### config.mk
export PLATFORM = sky130hd
export DESIGN_NAME = cwd_top
export DESIGN_NICKNAME = d
export VERILOG_FILES = /design/src/rtl/cwd_pkg.sv /design/src/rtl/cwd_top.sv
export SDC_FILE = /design/constraint.sdc
export NUM_CORES = 1
export LEC_CHECK = 0
export BUFFER_PORTS_ARGS = -buffer_cell sky130_fd_sc_hd__clkbuf_2
export CORE_MARGIN = 4
export CORE_UTILIZATION = 48
export CTS_CLUSTER_DIAMETER = 120
export DETAILED_ROUTE_END_ITERATION = 6
export PLACE_DENSITY = 0.8
export SKIP_LAST_GASP = 1
export SLEW_MARGIN = 20
export SYNTH_ARGS = -nofsm -noshare
export SYNTH_HDL_FRONTEND = slang
export SYNTH_SLANG_ARGS = --single-unit
### constraint.sdc
create_clock -name clk -period 2.3 [get_ports clk]
set_input_delay 0.115 -clock clk [delete_from_list [all_inputs] [get_ports clk]]
set_output_delay 0.115 -clock clk [all_outputs]
set_load 0.005 [all_outputs]
### src/rtl/cwd_pkg.sv
package cwd_pkg;
  // Option word location and reachable special space
  localparam logic [13:0] CWD_CFG_ADDR = 14'h2007;
  localparam logic [13:0] CWD_SPECIAL_LO = 14'h2000;
  localparam logic [13:0] CWD_SPECIAL_HI = 14'h3fff;
  // Block status and control words
  localparam logic [13:0] CWD_STAT_ADDR = 14'h1f80;
  localparam logic [13:0] CWD_CTRL_ADDR = 14'h1f81;
  localparam int CWD_CTRL_SLEEP_BIT = 0;

  // Option word field positions
  localparam int CWD_CP3_HI = 13;
  localparam int CWD_CP3_LO = 12;
  localparam int CWD_CP2_HI = 11;
  localparam int CWD_CP2_LO = 10;
  localparam int CWD_CP1_HI = 9;
  localparam int CWD_CP1_LO = 8;
  localparam int CWD_UNIMPL_BIT = 7;
  localparam int CWD_BOR_BIT = 6;
  localparam int CWD_CP0_HI = 5;
  localparam int CWD_CP0_LO = 4;
  localparam int CWD_POWERUP_DELAY_TIMER_N_BIT = 3;
  localparam int CWD_WDT_BIT = 2;
  localparam int CWD_OSC_HI = 1;
  localparam int CWD_OSC_LO = 0;
  localparam logic [13:0] CWD_CFG_IMPL_MASK = 14'h3f7f;

  // Oscillator modes
  localparam logic [1:0] CWD_OSC_RC = 2'h3;
  localparam logic [1:0] CWD_OSC_HS = 2'h2;
  localparam logic [1:0] CWD_OSC_XT = 2'h1;
  localparam logic [1:0] CWD_OSC_LP = 2'h0;

  // Protect selector values
  localparam logic [1:0] CWD_CP_OFF = 2'h3;
  localparam logic [1:0] CWD_CP_UPPER = 2'h2;
  localparam logic [1:0] CWD_CP_HALF = 2'h1;
  localparam logic [1:0] CWD_CP_ALL = 2'h0;

  // Protected range bounds
  localparam logic [10:0] CWD_ADDR_ZERO = 11'h000;
  localparam logic [10:0] CWD_ADDR_200 = 11'h200;
  localparam logic [10:0] CWD_ADDR_400 = 11'h400;
  localparam logic [10:0] CWD_END_HALFK = 11'h1ff;
  localparam logic [10:0] CWD_END_1K = 11'h3ff;
  localparam logic [10:0] CWD_END_2K = 11'h7ff;
  localparam int CWD_WORDS_HALFK = 512;
  localparam int CWD_WORDS_1K = 1024;
  localparam int CWD_WORDS_2K = 2048;

  // Timing
  localparam int CWD_CLK_HZ = 10_000_000;
  localparam int CWD_POWERUP_DELAY_TIMER_MS = 72;
  localparam int CWD_POWERUP_DELAY_TIMER_CYCLES = CWD_POWERUP_DELAY_TIMER_MS * (CWD_CLK_HZ / 1000);
  localparam int CWD_OST_EDGES = 1024;
  localparam int CWD_CNT_W = 20;

  typedef enum logic [2:0] {
    CWD_LOAD,
    CWD_BOR_HOLD,
    CWD_POWERUP_DELAY_TIMER,
    CWD_OST,
    CWD_RUN,
    CWD_SLEEP,
    CWD_EXT_HOLD
  } cwd_phase_t;
endpackage : cwd_pkg

### src/rtl/cwd_top.sv
// Operation
// (RULE1) Programmed bit reads 0, erased bit reads 1; options follow read values.
// (RULE2) Option word sits at location 2007h, outside user program space.
// (RULE3) Range 2000h-3FFFh is reachable only in programming mode.
// (RULE4) Protect selector is repeated pairs in bits 13-8 and 5-4.
// (RULE5) 2K memory: 11 off, 10 400h-7FFh, 01 200h-7FFh, 00 all.
// (RULE6) 1K memory: 11 and 10 off, 01 200h-3FFh, 00 all.
// (RULE7) Half-K memory: only 00 protects 000h-1FFh.
// (RULE8) Programmer writes the same value into every protect pair.
// (RULE9) Bit 7 is unimplemented and reads as zero.
// (RULE10) Bit 6 set enables brown-out reset.
// (RULE11) Bit 3 is active low power-up delay enable.
// (RULE12) Bit 2 set enables the watchdog.
// (RULE13) Bits 1:0 select RC, high-speed, standard or low-power crystal mode.
// (RULE14) Brown-out enable forces the power-up delay on.
// (RULE15) An erased part has the power-up delay off; here erased bit 6 enables brown-out, which forces the delay on.
// (RULE16) Power-up delay holds reset 72 ms, only on power-up; here it also runs again after brown-out release.
// (RULE17) Start-up timer holds reset until the crystal is stable.
// (RULE18) Brown-out resets the device and holds reset at least 72 ms.
// (RULE19) Watchdog runs from its own RC oscillator, gated by option bits.
// (RULE20) Sleep ends on external reset, watchdog wake or interrupt.
// (RULE21) Crystal modes accept an external clock on the input pin.
// (RULE22) Start-up timer counts 1024 input edges after the delay, crystal modes only.
// (RULE23) RC mode drives oscillator frequency divided by four on the output pin.
// (RULE24) Options are captured at reset and held constant in operation.
// (RULE25) Disagreeing protect pairs leave memory unprotected.
//
// The plain strobed port is this design's own decision.
`timescale 1ns/100ps
module cwd_top #(
  parameter int PROG_WORDS = cwd_pkg::CWD_WORDS_2K,
  parameter int POWERUP_DELAY_TIMER_CYCLES = cwd_pkg::CWD_POWERUP_DELAY_TIMER_CYCLES
) (
  // Clock and reset
  input wire logic clk,
  input wire logic reset,
  // Nonvolatile option cells and programming port
  input wire logic [13:0] nv_word,
  input wire logic prog_mode,
  output logic nv_prog_strobe,
  output logic [13:0] nv_prog_data,
  // Register port
  input wire logic [13:0] reg_addr,
  input wire logic [13:0] reg_wdata,
  input wire logic reg_wr,
  input wire logic reg_rd,
  output logic [13:0] reg_rdata,
  // Reset and wake sources
  input wire logic brownout_detect,
  input wire logic ext_reset_req,
  input wire logic watchdog_wake,
  input wire logic irq_wake,
  // Oscillator pins
  input wire logic osc_input_pin,
  output logic osc_output_pin,
  // Decoded options
  output logic brownout_reset_enable,
  output logic powerup_delay_on,
  output logic watchdog_rc_enable,
  output logic [1:0] osc_mode,
  output logic protect_enable,
  output logic [10:0] protect_lo,
  output logic [10:0] protect_hi,
  // Core control
  output logic core_reset,
  output logic core_sleep
);
  import cwd_pkg::*;

  initial begin
    if (PROG_WORDS != CWD_WORDS_HALFK && PROG_WORDS != CWD_WORDS_1K &&
        PROG_WORDS != CWD_WORDS_2K) begin
      $error("PROG_WORDS must be 512, 1024 or 2048");
    end
    if (POWERUP_DELAY_TIMER_CYCLES < 1 || POWERUP_DELAY_TIMER_CYCLES >= (1 << CWD_CNT_W)) begin
      $error("POWERUP_DELAY_TIMER_CYCLES out of counter range");
    end
  end

  localparam logic [CWD_CNT_W-1:0] POWERUP_DELAY_TIMER_LAST = CWD_CNT_W'(POWERUP_DELAY_TIMER_CYCLES - 1);
  localparam logic [CWD_CNT_W-1:0] OST_LAST = CWD_CNT_W'(CWD_OST_EDGES - 1);

  typedef struct packed {
    cwd_phase_t phase;
    logic [CWD_CNT_W-1:0] cnt;
    logic osc_prev;
    logic [1:0] osc_div;
    logic osc_out;
    logic bor_en;
    logic powerup_delay_timer_en;
    logic wdt_en;
    logic [1:0] osc;
    logic prot_en;
    logic [10:0] prot_lo;
    logic [10:0] prot_hi;
    logic core_rst;
    logic sleep;
    logic [13:0] rdata;
    logic prog_strobe;
    logic [13:0] prog_data;
  } cwd_state_t;

  localparam cwd_state_t RESET_STATE = '{
    phase: CWD_LOAD,
    cnt: '0,
    osc_prev: 1'b0,
    osc_div: 2'h0,
    osc_out: 1'b0,
    bor_en: 1'b0,
    powerup_delay_timer_en: 1'b0,
    wdt_en: 1'b0,
    osc: CWD_OSC_RC,
    prot_en: 1'b0,
    prot_lo: CWD_ADDR_ZERO,
    prot_hi: CWD_ADDR_ZERO,
    core_rst: 1'b1,
    sleep: 1'b0,
    rdata: 14'h0000,
    prog_strobe: 1'b0,
    prog_data: 14'h0000
  };

  cwd_state_t s_q;
  cwd_state_t s_d;

  // Protection decode; lo/hi only meaningful when enable is set
  function automatic logic [22:0] cwd_protect(input logic [13:0] w);
    logic [1:0] sel;
    logic agree;
    logic en;
    logic [10:0] lo;
    logic [10:0] hi;
    sel = w[CWD_CP0_HI:CWD_CP0_LO]; // RULE4
    agree = (w[CWD_CP1_HI:CWD_CP1_LO] == sel) && (w[CWD_CP2_HI:CWD_CP2_LO] == sel) &&
            (w[CWD_CP3_HI:CWD_CP3_LO] == sel); // RULE8
    en = 1'b0;
    lo = CWD_ADDR_ZERO;
    hi = CWD_ADDR_ZERO;
    if (agree) begin // RULE25
      if (PROG_WORDS == CWD_WORDS_2K) begin // RULE5
        hi = CWD_END_2K;
        unique case (sel)
          CWD_CP_OFF: en = 1'b0;
          CWD_CP_UPPER: begin
            en = 1'b1;
            lo = CWD_ADDR_400;
          end
          CWD_CP_HALF: begin
            en = 1'b1;
            lo = CWD_ADDR_200;
          end
          CWD_CP_ALL: en = 1'b1;
        endcase
      end else if (PROG_WORDS == CWD_WORDS_1K) begin // RULE6
        hi = CWD_END_1K;
        if (sel == CWD_CP_HALF) begin
          en = 1'b1;
          lo = CWD_ADDR_200;
        end else if (sel == CWD_CP_ALL) begin
          en = 1'b1;
        end
      end else begin // RULE7
        hi = CWD_END_HALFK;
        en = (sel == CWD_CP_ALL);
      end
    end
    if (!en) begin
      hi = CWD_ADDR_ZERO;
    end
    return {en, lo, hi};
  endfunction : cwd_protect

  function automatic logic cwd_is_crystal(input logic [1:0] m);
    return m != CWD_OSC_RC; // RULE21
  endfunction : cwd_is_crystal

  logic osc_rise;
  logic in_special;
  logic [13:0] cfg_read;
  logic [22:0] prot_dec;
  logic word_powerup_delay_timer;

  assign osc_rise = osc_input_pin & ~s_q.osc_prev;
  assign in_special = (reg_addr >= CWD_SPECIAL_LO) && (reg_addr <= CWD_SPECIAL_HI);
  // Cells read straight through: programmed 0, erased 1
  assign cfg_read = nv_word & CWD_CFG_IMPL_MASK; // RULE1 RULE9
  assign prot_dec = cwd_protect(nv_word);
  // Erased part leaves bit 3 high, so delay stays off unless brown-out forces it
  assign word_powerup_delay_timer = ~nv_word[CWD_POWERUP_DELAY_TIMER_N_BIT] | nv_word[CWD_BOR_BIT]; // RULE11 RULE14 RULE15

  always_comb begin
    s_d = s_q;
    s_d.prog_strobe = 1'b0;
    s_d.rdata = 14'h0000;
    s_d.osc_prev = osc_input_pin;

    // Clock-out: divide input edges by four in RC mode only
    if (s_q.osc == CWD_OSC_RC) begin // RULE23
      if (osc_rise) begin
        s_d.osc_div = s_q.osc_div + 2'h1;
      end
      s_d.osc_out = s_d.osc_div[1];
    end else begin
      s_d.osc_div = 2'h0;
      s_d.osc_out = 1'b0;
    end

    unique case (s_q.phase)
      CWD_LOAD: begin
        // Options latched once after release, then frozen until next reset
        s_d.bor_en = nv_word[CWD_BOR_BIT]; // RULE24 RULE10
        s_d.powerup_delay_timer_en = word_powerup_delay_timer;
        s_d.wdt_en = nv_word[CWD_WDT_BIT]; // RULE12 RULE19
        s_d.osc = nv_word[CWD_OSC_HI:CWD_OSC_LO]; // RULE13
        s_d.prot_en = prot_dec[22];
        s_d.prot_lo = prot_dec[21:11];
        s_d.prot_hi = prot_dec[10:0];
        s_d.cnt = '0;
        if (word_powerup_delay_timer) begin
          s_d.phase = CWD_POWERUP_DELAY_TIMER;
        end else if (cwd_is_crystal(nv_word[CWD_OSC_HI:CWD_OSC_LO])) begin
          s_d.phase = CWD_OST;
        end else begin
          s_d.phase = CWD_RUN;
        end
      end
      CWD_BOR_HOLD: begin
        s_d.cnt = '0;
        if (!brownout_detect) begin
          s_d.phase = CWD_POWERUP_DELAY_TIMER; // RULE18
        end
      end
      CWD_POWERUP_DELAY_TIMER: begin
        if (s_q.cnt == POWERUP_DELAY_TIMER_LAST) begin // RULE16
          s_d.cnt = '0;
          s_d.phase = cwd_is_crystal(s_q.osc) ? CWD_OST : CWD_RUN;
        end else begin
          s_d.cnt = s_q.cnt + CWD_CNT_W'(1);
        end
      end
      CWD_OST: begin
        if (osc_rise) begin
          if (s_q.cnt == OST_LAST) begin // RULE17 RULE22
            s_d.cnt = '0;
            s_d.phase = CWD_RUN;
          end else begin
            s_d.cnt = s_q.cnt + CWD_CNT_W'(1);
          end
        end
      end
      CWD_RUN: begin
        if (reg_wr && !in_special && reg_addr == CWD_CTRL_ADDR &&
            reg_wdata[CWD_CTRL_SLEEP_BIT]) begin
          s_d.phase = CWD_SLEEP;
        end
      end
      CWD_SLEEP: begin
        // Watchdog wake counts only while the watchdog is enabled
        if ((watchdog_wake && s_q.wdt_en) || irq_wake) begin // RULE20
          s_d.cnt = '0;
          s_d.phase = cwd_is_crystal(s_q.osc) ? CWD_OST : CWD_RUN; // RULE22
        end
      end
      CWD_EXT_HOLD: begin
        // External reset gets no power-up delay or start-up count
        if (!ext_reset_req) begin
          s_d.phase = CWD_RUN;
        end
      end
    endcase

    // Brown-out outranks external reset and restarts the delay
    if (s_q.phase != CWD_LOAD) begin
      if (s_q.bor_en && brownout_detect) begin // RULE18
        s_d.phase = CWD_BOR_HOLD;
        s_d.cnt = '0;
      end else if (ext_reset_req && s_q.phase != CWD_BOR_HOLD) begin // RULE20
        s_d.phase = CWD_EXT_HOLD;
        s_d.cnt = '0;
      end
    end

    s_d.core_rst = !(s_d.phase == CWD_RUN || s_d.phase == CWD_SLEEP);
    s_d.sleep = (s_d.phase == CWD_SLEEP);

    // Register reads: special space answers only to the programmer
    if (reg_rd) begin
      if (in_special) begin
        if (prog_mode && reg_addr == CWD_CFG_ADDR) begin // RULE2 RULE3
          s_d.rdata = cfg_read;
        end
      end else if (reg_addr == CWD_STAT_ADDR) begin
        s_d.rdata = {5'h00, s_q.prot_en, s_q.osc, s_q.wdt_en, s_q.powerup_delay_timer_en,
                     s_q.bor_en, s_q.phase};
      end
    end

    // Programming can only clear cells; bit 7 is always written with its present cell value
    if (reg_wr && prog_mode && reg_addr == CWD_CFG_ADDR) begin // RULE3
      s_d.prog_strobe = 1'b1;
      s_d.prog_data = (reg_wdata | ~CWD_CFG_IMPL_MASK) & nv_word;
    end
  end

  always_ff @(posedge clk or posedge reset) begin
    if (reset) begin
      s_q <= RESET_STATE;
    end else begin
      s_q <= s_d;
    end
  end

  assign nv_prog_strobe = s_q.prog_strobe;
  assign nv_prog_data = s_q.prog_data;
  assign reg_rdata = s_q.rdata;
  assign osc_output_pin = s_q.osc_out;
  assign brownout_reset_enable = s_q.bor_en;
  assign powerup_delay_on = s_q.powerup_delay_timer_en;
  assign watchdog_rc_enable = s_q.wdt_en;
  assign osc_mode = s_q.osc;
  assign protect_enable = s_q.prot_en;
  assign protect_lo = s_q.prot_lo;
  assign protect_hi = s_q.prot_hi;
  assign core_reset = s_q.core_rst;
  assign core_sleep = s_q.sleep;
endmodule : cwd_top

==> key figures <==
Yosys
  – Mapped Avg Cell Area: 9.19 sq um
  – EDFF count, synth: 0
  – Post-synthesis sequential area ratio: 0.414
  – Asr flop ratio synth: 1.00
  – Top FF cell, synth: dfrtp_1
  – Synth Register Bits: 65
  – Distinct cell type count after synthesis: 59
  – Yosys Warn Count: 0
  – Mapped Area: around 3900 sq um
  – Synthesized netlist cell count: 429

Worst setup path
  – R2r endpoint: s_q[69]$_DFF_PP0_
  – Worst Path Buf+Inv: 1
  – Required @ worst endpoint: 2.55 ns
  – Crit-path most repeated cell: and3_1
  – Slowest stage delay, CP: roughly 0.5 ns
  – CP Class: register to register
  – Crit path max fanout: 6
  – Setup slack, reg-to-reg: around 0.064 ns
  – Worst path top cell family by delay: compound AO/OA/AOI/OAI gates
  – Slowest CP cell: a21oi_1
  – R2R Path Start: s_q[63]$_DFF_PP0_
  – Critical Path Sink Type: register
  – Critical-path cell list: ha_1 -> buf_4 -> and3_1 -> and3_1 -> a21oi_1 -> o22ai_1 -> a211oi_1
  – Data arrival, critical path: 2.48 ns
  – CP startpoint kind: register
  – R2R depth: 7

Power
  – Pwr Density: 779 nW/um^2
  – Sw Ratio: 0.358
  – Pint: 2.36 mW
  – PnR Total Power: 3.68 mW
  – Leakage power: 2.26 nW
  – Sequential share of power: 0.382
  – Worst vdd ir: 323 uV
  – Combinational Power Share: 0.317
  – Clk pwr share: 0.301
  – P_sw: 1.32 mW

Timing
  – Skew final: 0.0148 ns
  – Slew Viols, Final: 0
  – Worst-margin pin slew: 0.607 ns
  – Maximum clock frequency: 447 MHz
  – Hold WS: roughly 0.017 ns
  – RSZ-0062 raised after global routing: yes
  – Final hold vios: 0
  – Max_slew headroom: 0.595
  – Final Setup Violations: 0
  – Crit share post-route: 0.972
  – Slack of the critical path: 0.0642 ns
  – Fin crit period: 2.24 ns

GRT
  – First-pass GRT wire length: 17100 um
  – Pin count of the biggest net entering global routing: 32
  – Initial antenna violation count: 0
  – GR Overflow Total: 0
  – Number of global-route vias before repair: 3596
  – Total track usage: 0.215

Layout
  – Fraction of layout cells with a size suffix above 1: 0.340
  – Final cell count without fillers: 628
  – # diodes: 0
  – Reg area: 1630 sq um
  – Area grow syn2layout: 19.9%
  – # fillers: 688
  – Most frequent cells in the layout: 101 x clkbuf_2, 62 x dfrtp_1, 47 x nand2_1, 40 x nand3_1, 32 x buf_4
  – Post-layout nets: 574
  – Area of the multi-input gates: 1800 sq um
  – Most common cell after layout, fill and taps aside: clkbuf_2
  – Design area: 4730 sq um

Floorplanning
  – Die ar.: 9730 sq um
  – Initial Util: 0.502
  – Core area: 7850 sq um
  – IO Pins: 112
  – Die W: 98.6 um
  – Die height: around 99 um
  – # rows: 32

Detailed routing
  – DR vias/cell: 5.83
  – Total number of vias: around 3700
  – Initial drt markers: between 200 and 300
  – Antenna Nets Post-Route: 0
  – Residual DRC: 0
  – Final WL: 10400 um
  – Routed length per placed instance: 16.6 um
  – Drt pass-1 iters: 5

Place
  – Dpl ws: approximately 0.053 ns
  – # port buffers: between 100 and 150
  – Hpwl dp: 7590 um
  – Gpl congestion: 0.910
  – Placed Instances: 599
  – Placed Area: 4360 sq um

Clock network
  – CTS tree: built
  – CTS Buffer Depth: 2
  – Clock-pin slew on the worst setup and hold paths: 0.08 ns
  – Num CTS Buffers: 9
  – Clock Sink Count: 65
  – Root buffer cell: clkbuf_8
  – H-tree levels: 3
  – Setup Fix Bufs, Post-CTS: 0
  – Worst skew pair latency: approximately 0.35 ns

Hold path
  – Hold path depth: 3
  – Worst Hold Endpoint: nv_prog_data[3]$_DFFE_PP0P_
  – Min-Delay Startpoint: reg_wdata[3]
  – Hold crit path type: primary input to register

Run status
  – Status: finished clean

Job
  – Max-cap violations: 0
## power by group through the flow
stage          combinational [mW]  clock, mW  sequential (mW)
6_report                     1.17       1.11             1.41
5_1_grt                      1.28       1.18             1.42
4_1_cts                      1.14       1.12             1.40
3_5_place_dp                 1.12          0             1.42
3_3_place_gp                 1.09          0             1.42
2_1_floorplan               0.796          0             1.37
## cell families (layout without fill, tap and decap cells)
family / count (synthesis) / count (layout) / share of synthesized area
AOI/OAI and AO/OA: 84 / 84 / 0.170
buffers and inverters: 86 / 175 / 0.141
xor gates and xnor gates: 4 / 4 / 0.00889
other: 1 / 9 / 0.000951
DFF: 65 / 65 / 0.414
adders and majority gates: 1 / 1 / 0.00317
muxes: 5 / 5 / 0.0143
and+or+nand+nor: 183 / 183 / 0.248
## sequential cells by signal (all words and copies together) (netlist names)
register / cells
protect_lo: 2
nv_prog_strobe: 1
core_sleep: 1
nv_prog_data: 14
watchdog_rc_enable: 1
core_reset: 1
reg_rdata: 14
protect_enable: 1
powerup_delay_on: 1
s_q: 26
osc_mode: 2
brownout_reset_enable: 1
## synthesized netlist by cell type, types with 2 or more instances
cell       instances  area, sq um
buf_6              2         22.5
clkbuf_1          10         37.5
o311ai_4           2         52.6
a211oi_1           3         22.5
o311ai_2           2         32.5
o21ai_0           10         50.1
a22oi_1            8         60.1
and4_1             3         26.3
buf_4             52          390
dfrtp_1           62         1550
nor2b_1           12         75.1
o311ai_0           3         26.3
o41ai_1            2         17.5
nor4b_1            4         35.0
and2_1             2         12.5
o22ai_1            6         37.5
a31oi_1            4         25.0
o211ai_1           9         67.6
o2111ai_1          8         70.1
dfstp_2            3         78.8
nor4_1             9         56.3
o21ai_1            2         10.0
nand2b_1           2         12.5
nor3b_1            3         22.5
o211ai_2           4         50.1
and3_1            14         87.6
a21oi_1           10         50.1
nand3_1           40          200
mux2_2             5         56.3
nor3_1             7         35.0
nand2_1           47          176
nand4_1            9         56.3
nand3b_1           3         22.5
or2_2              3         18.8
inv_1             12         45.0
xor2_1             3         26.3
nor2_1            16         60.1
a21o_1             3         22.5
buf_2              9         45.0
or4_1              2         15.0
## worst min-delay path: stages
cell	delay [ns]
clkbuf_2	0.08
nand3_1	0.07
nand2_1	0.06
## stage by stage
step	util	TNS, ns
2_1_floorplan	-	0
3_3_place_gp	0.556	0
3_5_place_dp	0.556	0
4_1_cts	0.601	0
5_1_grt	0.602	-0.0786
6_report	0.602	0
## layer usage
layer | track usage | wire (um) | part of all wire
met3 | 0.0517 | 890 | 0.086
met5 | 0 | 0 | 0
met1 | 0.263 | 4160 | 0.40
met2 | 0.365 | 5100 | 0.49
met4 | 0.0893 | 255 | 0.025
## worst max path at each step
stage                           start                end  slack [ns]  depth (start not counted)
floorplan           s_q[63]$_DFF_PP0_  s_q[81]$_DFF_PP0_        0.14                          8
global placement    s_q[63]$_DFF_PP0_  s_q[77]$_DFF_PP0_        0.12                          7
detailed placement  s_q[63]$_DFF_PP0_  s_q[77]$_DFF_PP0_        0.05                          7
CTS                 s_q[63]$_DFF_PP0_  s_q[77]$_DFF_PP0_        0.05                          7
global route        s_q[63]$_DFF_PP0_  s_q[68]$_DFF_PP0_       -0.04                          7
finish              s_q[63]$_DFF_PP0_  s_q[69]$_DFF_PP0_        0.06                          7
## layout make-up
type                    instances  share of cell area
clock buffers                   9              0.0262
flip-flops and latches         65               0.345
clock inverters                 7              0.0217
inverters                      12             0.00953
multi-input cells             286               0.381
repair buffers                147               0.190
well taps                     102              0.0270
## repair_timing
action,4_1_cts,5_1_grt
endpoints found under the setup margin,0,9
resized for setup,0,3
hold endpoints to repair,74,0
hold buffers,13,0
Power figures use the tool's default switching activity.
